<file path="src/logic/rmcd_pkg.sv">
// constants, register map and state types for the config command decoder
package rmcd_pkg;

    // register addresses (first byte of each frame)
    localparam logic [7:0] ADDR_INIT      = 8'h01;
    localparam logic [7:0] ADDR_ACTIVE    = 8'h02;
    localparam logic [7:0] ADDR_FREQ      = 8'h10;
    localparam logic [7:0] ADDR_AMP       = 8'h12;
    localparam logic [7:0] ADDR_ATTEN     = 8'h13;
    localparam logic [7:0] ADDR_ROUTE     = 8'h14;
    localparam logic [7:0] ADDR_OUTFILT   = 8'h15;
    localparam logic [7:0] ADDR_OSCFILT   = 8'h16;
    localparam logic [7:0] ADDR_OSCPASS   = 8'h17;
    localparam logic [7:0] ADDR_OFFDAC    = 8'h1a;
    localparam logic [7:0] ADDR_BIASDAC   = 8'h1b;
    localparam logic [7:0] ADDR_STORE     = 8'h1d;
    localparam logic [7:0] ADDR_NVM       = 8'h1f;

    // data byte counts per register
    localparam logic [2:0] LEN_NONE   = 3'h0;
    localparam logic [2:0] LEN_BYTE   = 3'h1;
    localparam logic [2:0] LEN_ATTEN  = 3'h2;
    localparam logic [2:0] LEN_TRIPLE = 3'h3;
    localparam logic [2:0] LEN_FREQ   = 3'h5;

    // field positions inside the assembled frame word
    localparam int MODE_BIT    = 0;
    localparam int ATT_SEL_LSB = 8;
    localparam int ATT_VAL_MSB = 4;
    localparam int FILT_MSB    = 3;
    localparam int DAC_MSB     = 13;
    localparam int DAC_CH_BIT  = 16;
    localparam int NVM_ADR_LSB = 8;

    // init_control mode value that reloads the stored defaults
    localparam logic INIT_RELOAD = 1'h0;

    typedef enum logic [2:0] {
        S_IDLE    = 3'b001,
        S_COLLECT = 3'b010,
        S_DISCARD = 3'b100
    } rmcd_state_e_t;

    // configuration image held by the device
    typedef struct packed {
        logic            activeLed;
        logic [39:0]     freqWord;
        logic            ampEnable;
        logic [3:0][4:0] atten;
        logic            routeAux;
        logic [3:0]      outFilter;
        logic [3:0]      oscFilter;
        logic            oscPass;
        logic [13:0]     offsetDac;
        logic            offsetChan;
        logic [13:0]     biasDac;
        logic            biasChan;
    } rmcd_cfg_t;

    // all state of the decoder
    typedef struct packed {
        rmcd_state_e_t st;
        logic [7:0]    addr;
        logic [2:0]    cnt;
        logic [31:0]   shiftBuf;
        rmcd_cfg_t     cfg;
        rmcd_cfg_t     dflt;
        logic          accessed;
        logic [15:0]   nvmAddr;
        logic [7:0]    nvmData;
        logic          nvmWrite;
        logic          softReset;
        logic          storeDone;
        logic          frameDrop;
    } rmcd_state_t;

    // power-on configuration and decoder state
    localparam rmcd_cfg_t CFG_RESET = '0;
    localparam rmcd_state_t STATE_RESET = '{
        st: S_IDLE, addr: 8'h00, cnt: 3'h0, shiftBuf: 32'h00000000,
        cfg: CFG_RESET, dflt: CFG_RESET, accessed: 1'h0,
        nvmAddr: 16'h0000, nvmData: 8'h00, nvmWrite: 1'h0,
        softReset: 1'h0, storeDone: 1'h0, frameDrop: 1'h0};

    // data byte count for an address byte, zero when unmapped
    function automatic logic [2:0] frameLen(input logic [7:0] a);
        unique case (a)
            ADDR_FREQ:                          return LEN_FREQ;
            ADDR_ATTEN:                         return LEN_ATTEN;
            ADDR_OFFDAC, ADDR_BIASDAC, ADDR_NVM: return LEN_TRIPLE;
            ADDR_INIT, ADDR_ACTIVE, ADDR_AMP, ADDR_ROUTE, ADDR_OUTFILT,
            ADDR_OSCFILT, ADDR_OSCPASS, ADDR_STORE:
                                                return LEN_BYTE;
            default:                            return LEN_NONE;
        endcase
    endfunction

endpackage

</file>
<file path="src/logic/rmcd_decoder.sv">
// byte-stream decoder for the write-only configuration registers
// What this block does
// - configure via writes, report via status bits
// - configuration registers have no read-back path
// - address byte first, data bytes MSB first
// - attenuation: selector byte, then setting byte
// - init_control with 0x00 reloads stored defaults
// - init_control with 0x01 resets, keeps settings
// - store command makes current config the default
// - each address has fixed byte count
// - frequency is 40-bit word, LSB one hertz
// - four 5-bit attenuators, selector 0 to 3
// - amplifier bit 0 enables the amplifier
module rmcd_decoder
    import rmcd_pkg::*;
(
    input  wire logic        clk,
    input  wire logic        rstn,
    input  wire logic        ce,
    input  wire logic        byteValid,
    input  wire logic        frameStart,
    input  wire logic [7:0]  byteData,
    output logic             activeLed,
    output logic [39:0]      freqWord,
    output logic             ampEnable,
    output logic [19:0]      attenSettings,
    output logic             routeAux,
    output logic [3:0]       outFilter,
    output logic [3:0]       oscFilter,
    output logic             oscPass,
    output logic [13:0]      offsetDac,
    output logic             offsetChan,
    output logic [13:0]      biasDac,
    output logic             biasChan,
    output logic             nvmWrite,
    output logic [15:0]      nvmAddr,
    output logic [7:0]       nvmData,
    output logic             softReset,
    output logic             storeDone,
    output logic             frameDrop,
    output logic [3:0]       statusBits
);

    rmcd_state_t s;
    rmcd_state_t n;
    logic [39:0] word;
    logic        lastByte;

    // assembled frame word: earlier bytes are the more significant
    // msb first
    assign word     = {s.shiftBuf, byteData};
    assign lastByte = (s.st == S_COLLECT) &&
                      (s.cnt == frameLen(s.addr) - 3'h1);

    // next-state logic: frame parse and register commit
    always_comb begin
        n           = s;
        n.nvmWrite  = 1'h0;
        n.softReset = 1'h0;
        n.storeDone = 1'h0;
        n.frameDrop = 1'h0;
        if (byteValid && frameStart) begin
            n.addr     = byteData;
            n.cnt      = 3'h0;
            n.shiftBuf = 32'h00000000;
            if (frameLen(byteData) == LEN_NONE) begin
                n.st        = S_DISCARD;
                n.frameDrop = 1'h1;
            end else begin
                n.st = S_COLLECT;
            end
        end else if (byteValid) begin
            unique case (s.st)
                S_COLLECT: begin
                    n.shiftBuf = word[31:0];
                    n.cnt      = s.cnt + 3'h1;
                    if (lastByte) begin
                        n.st       = S_IDLE;
                        n.accessed = 1'h1;
                        unique case (s.addr)
                            ADDR_INIT: begin
                                n.softReset = 1'h1;
                                if (word[MODE_BIT] == INIT_RELOAD) begin
                                    n.cfg = s.dflt;
                                end
                            end
                            ADDR_ACTIVE: begin
                                n.cfg.activeLed = word[MODE_BIT];
                            end
                            ADDR_FREQ: begin
                                n.cfg.freqWord = word;
                            end
                            ADDR_AMP: begin
                                n.cfg.ampEnable = word[MODE_BIT];
                            end
                            ADDR_ATTEN: begin
                                n.cfg.atten[word[ATT_SEL_LSB+:2]] =
                                    word[ATT_VAL_MSB:0];
                            end
                            ADDR_ROUTE: begin
                                n.cfg.routeAux = word[MODE_BIT];
                            end
                            ADDR_OUTFILT: begin
                                n.cfg.outFilter = word[FILT_MSB:0];
                            end
                            ADDR_OSCFILT: begin
                                n.cfg.oscFilter = word[FILT_MSB:0];
                            end
                            ADDR_OSCPASS: begin
                                n.cfg.oscPass = word[MODE_BIT];
                            end
                            ADDR_OFFDAC: begin
                                n.cfg.offsetDac  = word[DAC_MSB:0];
                                n.cfg.offsetChan = word[DAC_CH_BIT];
                            end
                            ADDR_BIASDAC: begin
                                n.cfg.biasDac  = word[DAC_MSB:0];
                                n.cfg.biasChan = word[DAC_CH_BIT];
                            end
                            ADDR_STORE: begin
                                n.dflt      = s.cfg;
                                n.storeDone = 1'h1;
                            end
                            ADDR_NVM: begin
                                n.nvmAddr  = word[NVM_ADR_LSB+:16];
                                n.nvmData  = word[7:0];
                                n.nvmWrite = 1'h1;
                            end
                            default: begin
                                n.st = S_IDLE;
                            end
                        endcase
                    end
                end
                S_IDLE, S_DISCARD: begin
                    n.st = s.st;
                end
            endcase
        end
    end

    // state register, frozen while ce is low
    always_ff @(posedge clk or negedge rstn) begin
        if (!rstn) begin
            s <= STATE_RESET;
        end else if (ce) begin
            s <= n;
        end
    end

    // outputs straight from the state register
    // write-only, no read path
    assign activeLed     = s.cfg.activeLed;
    assign freqWord      = s.cfg.freqWord;
    assign ampEnable     = s.cfg.ampEnable;
    assign attenSettings = s.cfg.atten;
    assign routeAux      = s.cfg.routeAux;
    assign outFilter     = s.cfg.outFilter;
    assign oscFilter     = s.cfg.oscFilter;
    assign oscPass       = s.cfg.oscPass;
    assign offsetDac     = s.cfg.offsetDac;
    assign offsetChan    = s.cfg.offsetChan;
    assign biasDac       = s.cfg.biasDac;
    assign biasChan      = s.cfg.biasChan;
    assign nvmWrite      = s.nvmWrite;
    assign nvmAddr       = s.nvmAddr;
    assign nvmData       = s.nvmData;
    assign softReset     = s.softReset;
    assign storeDone     = s.storeDone;
    assign frameDrop     = s.frameDrop;
    assign statusBits    = {s.cfg.ampEnable, s.cfg.routeAux,
                            s.cfg.oscPass, s.accessed};

    // helper terms for the checks below
    logic commit;
    assign commit = ce && byteValid && !frameStart && lastByte;
endmodule

</file>
<file path="config.mk">
export PLATFORM = sky130hd
export DESIGN_NAME = rmcd_decoder
export DESIGN_NICKNAME = d
export VERILOG_FILES = /design/src/logic/rmcd_pkg.sv /design/src/logic/rmcd_decoder.sv
export SDC_FILE = /design/constraint.sdc
export NUM_CORES = 1
export LEC_CHECK = 0
export BUFFER_PORTS_ARGS = -buffer_cell sky130_fd_sc_hd__buf_2
export CAP_MARGIN = 20
export CELL_PAD_IN_SITES_DETAIL_PLACEMENT = 1
export CELL_PAD_IN_SITES_GLOBAL_PLACEMENT = 2
export CORE_ASPECT_RATIO = 1.2
export CORE_MARGIN = 8
export CORE_UTILIZATION = 40
export CTS_CLUSTER_SIZE = 40
export DETAILED_ROUTE_END_ITERATION = 10
export GPL_ROUTABILITY_DRIVEN = 0
export PLACE_DENSITY_LB_ADDON = 0.1
export SLEW_MARGIN = 10
export SYNTH_ARGS = -nofsm -noshare
export SYNTH_HDL_FRONTEND = slang
export SYNTH_SLANG_ARGS = --single-unit
</file>
<file path="constraint.sdc">
create_clock -name clk -period 4.45 [get_ports clk]
set_input_delay 0.445 -clock clk [delete_from_list [all_inputs] [get_ports clk]]
set_output_delay 0.445 -clock clk [all_outputs]
set_load 0.03 [all_outputs]
</file>
==> flow_summary.json, run 1 <==
{
  "status": "finished clean",
  "p_sw_w": 0.00134,
  "crit_path_max_fanout": 25,
  "avgSynthCellArea_um2": 12.1,
  "slowest_delay_ns": 0.62,
  "area_growth_pct": 10.2,
  "p_int_w": 0.00413,
  "syn_area_mm2": 0.0132,
  "die_y_um": 215,
  "hold_violations": 0,
  "firstDrtPassIters": 5,
  "fillCellCount": 3471,
  "track_usage_pct": 17.4,
  "slew_headroom_pct": 34.6,
  "clock-sinks": 279,
  "ioPinCount": 147,
  "hpwl_mm": 21.6,
  "stdcell_area_mm2": 0.0145,
  "fmax_ghz": 0.241,
  "switching_share_pct": 24.5,
  "arrival_ns": 4.60,
  "wl_per_cell_um": 21.9,
  "r2r_slack_ns": 0.31,
  "setup_tns_ns": 0,
  "antenna_found_initial": 0,
  "ys_types": 56,
  "synth.area.top_cells": "dfrtp_1 (53%), mux2_2 (20%), buf_4 (7.2%), nand2_1 (3.6%), o21ai_0 (2.8%)",
  "clkPwrFrac_pct": 45.0,
  "synthFlopType": "dfrtp_1",
  "n_antenna_cell": 0,
  "syn_inst": 1092,
  "yosysSeqAreaShare_pct": 52.9,
  "grt_pass1_wl_mm": 54.0,
  "setup_violations": 0,
  "overflow": 0,
  "insertion_delay_ns": 0.57,
  "hp-start": "frameStart",
  "wl_mm": 33.8,
  "hp-class": "input pin to flip-flop",
  "cts_buffers": 31,
  "dr_total_vias": 8185,
  "start_util_pct": 40.2,
  "drt_iter0_drc": 304,
  "drive_above_1_share_pct": 41.9,
  "power_frac_comb_pct": 6.8,
  "clock_skew_ns": 0.0195,
  "worstSetupStartpoint": "s[269]",
  "synth_nets": 1114,
  "die_w_um": 182,
  "power.density_cell_area_mw_per_mm2": 376,
  "cts_tree": "built",
  "leakage_nw": 7.37,
  "cts_htree_levels": 1,
  "critPathTopFamily": "simple AND/OR/NAND/NOR gates",
  "synth_top_cell_by_area": "dfrtp_1",
  "ys_ff_latch": 279,
  "synth_edf_count": 0,
  "rsz0062_at_grt": "no",
  "synthesis.yosys.warnings": 0,
  "fin_crit_ns": 4.14,
  "worst_pin_slew_ns": 0.980,
  "max-vdd-ir-drop_mv": 0.241,
  "worstPathCellList": "inv_1 -> ha_1 -> nor3_1 -> a2111oi_4 -> o21ai_0 -> ha_1 -> xor2_1 -> o21a_1 -> o31ai_1 -> or3b_1 -> buf_4 -> nor4_4 -> buf_4 -> mux2_2",
  "crit_slowest_cell": "or3b_1",
  "nNetsFinal": 1135,
  "antenna_left": 0,
  "dieArea_mm2": 0.0391,
  "via_per_inst": 5.29,
  "num_rows": 73,
  "cp.buffers_inverters": 3,
  "timing.max_cap.violations": 0,
  "start_kind": "flip-flop",
  "clkTransAtPathRegs_ns": 0.06,
  "grt_pass1_vias": 8899,
  "crit_type": "flip-flop to flip-flop",
  "cts.path.max_buffers": 3,
  "seqPwrFrac_pct": 48.2,
  "crit_required_ns": 4.90,
  "netlist.area_leader.share_pct": 52.7,
  "grt_max_degree": 122,
  "crit_path_end_kind": "flip-flop",
  "post-route-period-util_pct": 93.1,
  "async_flop_share_pct": 100,
  "report.final.slew_viol_count": 0,
  "r2r_start": "s[269]",
  "drc_errors": 0,
  "io_buffers": 146,
  "clk_root_buffer_cell": "clkbuf_16",
  "dpl-instance-area_mm2": 0.0135,
  "core_mm2": 0.0328
}
-- metrics by stage --
| stage | utilization [%] | cells | worst slack [ns] | hold WS (ns) | total power (W) |
|---|---|---|---|---|---|
| finish | 44.3 | 1548 | 0.308 | 0.202 | 0.00547 |
| global route | 44.3 | 1548 | 0.0273 | 0.214 | 0.00569 |
| CTS | 44.3 | 1548 | 0.278 | 0.175 | 0.00556 |
| detailed placement | 41.3 | 1491 | 0.273 | 0.464 | 0.00306 |
| global placement | 41.3 | 1491 | 0.346 | 0.462 | 0.00306 |
| floorplan | - | 1092 | 0.880 | 0.149 | 0.00289 |
-- layer usage --
| layer | part of all wire, % | routed length, um | GRT usage (%) | vias to the layer above |
|---|---|---|---|---|
| met5 | 0 | 0 | 0 | - |
| met4 | 1.8 | 625 | 4.43 | 0 |
| met3 | 3.9 | 1310 | 2.97 | 37 |
| met2 | 51 | 17200 | 30.4 | 139 |
| met1 | 43 | 14700 | 21.9 | 4273 |
| li1 | - | - | - | 3736 |
-- layout by cell type (no fill, tap or decap), drive strengths merged, types with 2 or more instances in the layout --
cell     count
a21oi        4
nand3       18
and3         3
nor2         6
a2bb2oi     25
nor4b        2
o22ai       25
clkinv       3
clkbuf      52
nor4         2
dfrtp      278
xor2         2
a21o         2
buf        177
a41oi        2
nor2b       10
nand2      127
o211ai       2
o41ai        2
ha           9
nand4        3
mux2       255
nand2b       4
o21ai       73
a31oi        3
a2111oi      2
inv         10
o21a         2
or4          3
nor3         9
a211oi       4
-- synth_stat cells (3+ instances only) --
library cell	instances
nor2_1	5
a31oi_1	3
nand3_1	17
nand2b_1	4
clkbuf_1	38
nand2_1	127
and3_1	3
nor3_1	6
buf_4	127
buf_2	23
nand4_1	3
mux2_2	239
ha_1	9
dfrtp_1	278
nor3_2	3
a211oi_1	4
nor2b_1	10
inv_1	8
a21oi_1	4
mux2_1	16
a2bb2oi_1	25
or4_1	3
o21ai_0	73
o22ai_1	25
-- final timing paths --
| kind | end | cells after the start |
|---|---|---|
| setup / recovery | nvmAddr[1] | 14 |
| hold / removal | s[266] | 2 |
| setup reg to reg | nvmAddr[1] | 14 |
| hold reg to reg | s[261] | 2 |
| max in group asynchronous | s[276] | 3 |
| min in group asynchronous | biasDac[4] | 2 |
-- flip-flops by register name, summed over array words and instances, names as in the netlist, 4 cells and up, named ones only --
name / cells
freqWord: 40
nvmData: 8
offsetDac: 14
s: 148
nvmAddr: 16
biasDac: 14
outFilter: 4
oscFilter: 4
-- area by class of cell --
class | instances | area (um^2) | area share [%]
Clock buffer | 52 | 945 | 6.50
Inverter | 9 | 33.8 | 0.232
Timing Repair Buffer | 178 | 1050 | 7.20
Clock inverter | 4 | 27.5 | 0.189
Multi-Input combinational cell | 614 | 4980 | 34.3
Sequential cell | 279 | 6980 | 48.1
Tap cell | 412 | 515 | 3.55
-- repair_timing --
action                                 4_1_cts  5_1_grt
hold buffers                                 1        0
gates resized for setup                      0        0
setup buffers                                0        0
endpoints found under the hold margin       10        0
-- cells by family (layout without fill, tap and decap cells) --
logic type | after synthesis | count (layout) | synth area share (%)
mux | 256 | 256 | 21.8
fa+ha+maj | 9 | 9 | 0.854
buf+inv | 199 | 243 | 9.61
flops | 279 | 279 | 52.9
compound gates | 154 | 154 | 7.62
simple gates | 192 | 192 | 6.93
xor+xnor | 3 | 3 | 0.199
-- power by group through the flow --
stage	combinational, W	sequential (W)	clock, W
2_1_floorplan	0.000229	0.00266	0
3_3_place_gp	0.000380	0.00268	0
3_5_place_dp	0.000382	0.00268	0
4_1_cts	0.000384	0.00264	0.00254
5_1_grt	0.000420	0.00264	0.00263
6_report	0.000373	0.00264	0.00246
No activity file was read; power rests on OpenSTA's default activity.
==> run 2, diff against run 1 <==
--- a/config.mk
+++ b/config.mk
@@ -11,7 +11,7 @@
 export CELL_PAD_IN_SITES_GLOBAL_PLACEMENT = 2
 export CORE_ASPECT_RATIO = 1.2
 export CORE_MARGIN = 8
-export CORE_UTILIZATION = 40
+export CORE_UTILIZATION = 38
 export CTS_CLUSTER_SIZE = 40
 export DETAILED_ROUTE_END_ITERATION = 10
 export GPL_ROUTABILITY_DRIVEN = 0
==> flow_summary.json, run 2 (same netlist as run 1, synthesis figures left out) <==
{
  "dieArea_mm2": 0.0410,
  "p_total_w": 0.00559,
  "cts_buffers": 31,
  "core_mm2": 0.0342,
  "fin_crit_ns": 4.07,
  "hold_violations": 7,
  "clock-sinks": 279,
  "drive_above_1_share_pct": 41.8,
  "post-route-period-util_pct": 91.4,
  "start_kind": "flip-flop",
  "grt_max_degree": 119,
  "grt_pass1_wl_mm": 54.1,
  "crit_required_ns": 4.88,
  "num_rows": 74,
  "reg2reg_to": "freqWord[21]",
  "crit_type": "flip-flop to flip-flop",
  "dpl-instance-area_mm2": 0.0136,
  "power.density_cell_area_mw_per_mm2": 382,
  "overflow": 0,
  "start_util_pct": 38.6,
  "n_antenna_cell": 0,
  "cp-endpoint": "freqWord[21]",
  "fmax_ghz": 0.246,
  "setup_tns_ns": 0,
  "crit_path_max_fanout": 40,
  "grt_pass1_vias": 8802,
  "antenna_found_initial": 0,
  "layout_common_cells": "dfrtp_1 (278), mux2_2 (239), buf_2 (145), nand2_1 (127), o21ai_0 (73)",
  "r2r_slack_ns": 0.38,
  "firstDrtPassIters": 4,
  "layout_commonest_cell": "dfrtp_1",
  "setup_violations": 0,
  "leakage_nw": 7.38,
  "arrival_ns": 4.50,
  "cts_resized": 0,
  "cts_htree_levels": 1,
  "area_growth_pct": 10.8,
  "clk_root_buffer_cell": "clkbuf_16",
  "hp-class": "input pin to asynchronous set/reset pin",
  "violations": "negative hold slack",
  "slew_headroom_pct": 25.3,
  "r2r_start": "s[268]",
  "crit_path_end_kind": "flip-flop",
  "timing.max_cap.violations": 0,
  "wl_mm": 34.1,
  "status": "complete, but fails checks",
  "via_per_inst": 5.11,
  "cts_hold_buf": 0,
  "drc_errors": 0,
  "wl_per_cell_um": 21.5,
  "largest-register": "s",
  "die_y_um": 220,
  "hold_slack_ns": -0.0352,
  "rsz0062_at_grt": "no",
  "clock_skew_ns": 0.00840,
  "stdcell_area_mm2": 0.0146,
  "track_usage_pct": 17.0,
  "cts_setup_buffers": 0,
  "io_buffers": 146,
  "ioPinCount": 147,
  "clkTransAtPathRegs_ns": 0.06,
  "dr_total_vias": 8099,
  "report.final.slew_viol_count": 0,
  "max-vdd-ir-drop_mv": 0.233,
  "worst_pin_slew_ns": 1.11,
  "drt_iter0_drc": 403,
  "insertion_delay_ns": 0.55,
  "die_w_um": 186,
  "largest_reg_flops": 148,
  "cts_tree": "built",
  "nNetsFinal": 1132,
  "worstSetupStartpoint": "s[268]",
  "cts.path.max_buffers": 3,
  "r2r_cells": 14,
  "antenna_left": 0,
  "hpwl_mm": 22.1
}
-- run 2: cell count changes in the layout (fill, tap and decap cells not counted), sizes merged --
| cell | change |
|---|---|
| buf | -2 |
| bufinv | +3 |
| clkbuf | -3 |
| inv | -2 |
| clkinv | -2 |
| dlygate4sd3 | -1 |
| clkinvlp | +1 |
-- run 2: worst min-delay path by stage --
stage / start / to / slack, ns / depth (start not counted)
floorplan: rstn / asynchronous set/reset pin / 0.15 / 0
global placement: statusBits[0] / statusBits[0] / 0.45 / 1
detailed placement: statusBits[0] / statusBits[0] / 0.45 / 1
CTS: rstn / biasDac[4] / 0.02 / 1
global route: rstn / biasDac[4] / 0.04 / 1
finish: rstn / biasDac[4] / -0.04 / 1
-- run 2: through the flow --
step | std cells | hold slack [ns] | util, % | setup WS, ns
2_1_floorplan | 1092 | 0.149 | - | 0.880
3_3_place_gp | 1533 | 0.450 | 39.8 | 0.456
3_5_place_dp | 1533 | 0.452 | 39.8 | 0.387
4_1_cts | 1586 | 0.0154 | 42.8 | 0.346
5_1_grt | 1586 | 0.0393 | 42.8 | 0.0774
6_report | 1586 | -0.0352 | 42.8 | 0.383
-- run 2: cell type report --
type	count	area [um^2]
Fill cell	3584	19500
Clock inverter	4	97.6
Sequential cell	279	6980
Inverter	9	33.8
Timing Repair Buffer	175	1030
Tap cell	456	571
Multi-Input combinational cell	614	4980
Clock buffer	49	923
-- run 2: worst max-delay path, cell delays in order, from the launching register on --
cell	delay [ns]
dfrtp_1	0.42
inv_1	0.10
ha_1	0.32
nor3_1	0.12
a2111oi_4	0.38
o21ai_0	0.15
ha_1	0.31
xor2_1	0.15
o21a_1	0.14
o31ai_1	0.06
or3b_1	0.49
buf_4	0.25
a2111oi_4	0.35
buf_12	0.32
mux2_2	0.37
-- run 2: routing by layer --
layer  part of all wire (%)  wire [um]  track usage (%)
met5                      0          0                0
met2                     50      17100             29.1
met3                    4.2       1440             2.87
met4                    1.8        599             3.95
met1                     44      15000             22.1
-- run 2: power breakdown --
group,switching [W],internal (W)
clock network,0.00100,0.00158
registers,0.0000596,0.00258
logic,0.000254,0.000118
total,0.00131,0.00427
==> run 3, diff against run 2 <==
--- a/config.mk
+++ b/config.mk
@@ -16,6 +16,7 @@
 export DETAILED_ROUTE_END_ITERATION = 10
 export GPL_ROUTABILITY_DRIVEN = 0
 export PLACE_DENSITY_LB_ADDON = 0.1
+export RECOVER_POWER = 25
 export SLEW_MARGIN = 10
 export SYNTH_ARGS = -nofsm -noshare
 export SYNTH_HDL_FRONTEND = slang
==> flow_summary.json, run 3 (same netlist as run 1, synthesis figures left out) <==
{
  "status": "complete, but fails checks",
  "violations": "max-capacitance violations, max-slew violations",
  "dieArea_mm2": 0.0410,
  "area_growth_pct": 10.7,
  "dp_slack_ns": 0.387,
  "slew_headroom_pct": -106,
  "r2r_cells": 14,
  "n_antenna_cell": 0,
  "io_buffers": 146,
  "slowest_delay_ns": 0.49,
  "timing.max_cap.violations": 1,
  "wl_mm": 34.0,
  "start_kind": "flip-flop",
  "clock_skew_ns": 0.00835,
  "whs_path_depth": 2,
  "clkTransAtPathRegs_ns": 0.06,
  "cts_setup_buffers": 0,
  "firstDrtPassIters": 4,
  "start_util_pct": 38.6,
  "largest-register": "s",
  "drt_iter0_drc": 379,
  "leakage_nw": 7.36,
  "arrival_ns": 4.48,
  "track_usage_pct": 17.0,
  "drc_errors": 0,
  "hp-class": "input pin to flip-flop",
  "core_mm2": 0.0342,
  "cts.path.max_buffers": 3,
  "cts_resized": 0,
  "setup_tns_ns": 0,
  "hold_violations": 0,
  "crit_required_ns": 4.88,
  "finalWorstSetupSlack_ns": 0.399,
  "antenna_found_initial": 0,
  "final_util_pct": 42.7,
  "fin_crit_ns": 4.05,
  "die_w_um": 186,
  "cts_hold_buf": 0,
  "wl_per_cell_um": 21.5,
  "cts_tree": "built",
  "antenna_left": 0,
  "largest_reg_flops": 148,
  "fmax_ghz": 0.247,
  "setup_violations": 0,
  "max-vdd-ir-drop_mv": 0.235,
  "clk_root_buffer_cell": "clkbuf_16",
  "overflow": 0,
  "layout_commonest_cell": "dfrtp_1",
  "crit_path_max_fanout": 40,
  "crit_path_end_kind": "flip-flop",
  "nNetsFinal": 1132,
  "stdcell_count": 1586,
  "via_per_inst": 5.10,
  "num_rows": 74,
  "worstSetupPathDepth": 14,
  "crit_type": "flip-flop to flip-flop",
  "worstPathCellList": "inv_1 -> ha_1 -> nor3_1 -> a2111oi_4 -> o21ai_0 -> ha_1 -> xor2_1 -> o21a_1 -> o31ai_1 -> or3b_1 -> buf_4 -> a2111oi_4 -> buf_12 -> mux2_2",
  "clock-sinks": 279,
  "power.density_cell_area_mw_per_mm2": 383,
  "stdcell_area_mm2": 0.0146,
  "rsz0062_at_grt": "no",
  "place_inst": 1533,
  "dr_total_vias": 8093,
  "crit_slowest_cell": "or3b_1",
  "dpl-instance-area_mm2": 0.0136,
  "grt_pass1_vias": 8802,
  "grt_max_degree": 119,
  "report.final.slew_viol_count": 119,
  "layout_common_cells": "dfrtp_1 (278), mux2_2 (239), buf_2 (144), nand2_1 (127), o21ai_0 (73)",
  "hpwl_mm": 22.1,
  "grt_pass1_wl_mm": 54.1,
  "fillCellCount": 3587,
  "worst_pin_slew_ns": 3.09,
  "post-route-period-util_pct": 91.0,
  "die_y_um": 220,
  "critPathTopFamily": "compound AO/OA/AOI/OAI gates",
  "cts_htree_levels": 1,
  "cts_buffers": 31,
  "ioPinCount": 147,
  "insertion_delay_ns": 0.55,
  "cp.buffers_inverters": 3,
  "drive_above_1_share_pct": 41.7
}
[run 3: path summary, 6_finish.rpt]
| check | slack, ns | from | endpoint |
|---|---|---|---|
| min in group asynchronous | 0.86 | rstn | biasDac[4] |
| max in group asynchronous | 0.87 | rstn | s[277] |
| worst max-delay path | 0.40 | s[268] | freqWord[27] |
| worst min register to register | 0.46 | statusBits[0] | statusBits[0] |
| worst max register to register | 0.40 | s[268] | freqWord[27] |
| worst min-delay path | 0.23 | frameStart | s[267] |
[run 3: area by class of cell]
class | instances | area (um^2) | area share (%)
Sequential cell | 279 | 6980 | 47.8
Multi-Input combinational cell | 614 | 4980 | 34.1
Timing Repair Buffer | 175 | 1010 | 6.92
Clock buffer | 49 | 923 | 6.33
Tap cell | 456 | 571 | 3.91
Clock inverter | 4 | 97.6 | 0.669
Inverter | 9 | 33.8 | 0.231
[run 3: stage by stage]
step | hold slack, ns | total power (W)
2_1_floorplan | 0.149 | 0.00289
3_3_place_gp | 0.450 | 0.00306
3_5_place_dp | 0.452 | 0.00307
4_1_cts | 0.0154 | 0.00569
5_1_grt | 0.246 | 0.00582
6_report | 0.230 | 0.00558
[run 3: per-layer routing]
metal / vias up / part of all wire (%) / global-route usage (%)
met1: 4192 / 44 / 22.1
met4: 0 / 1.8 / 3.95
li1: 3730 / - / -
met5: - / 0 / 0
met3: 42 / 4.1 / 2.87
met2: 129 / 50 / 29.1
[run 3: report_power, final]
group	leakage, nW	switching (W)	internal, W
sequential	3.86	0.0000597	0.00258
clock	0.494	0.00100	0.00158
combinational	3.01	0.000253	0.000115
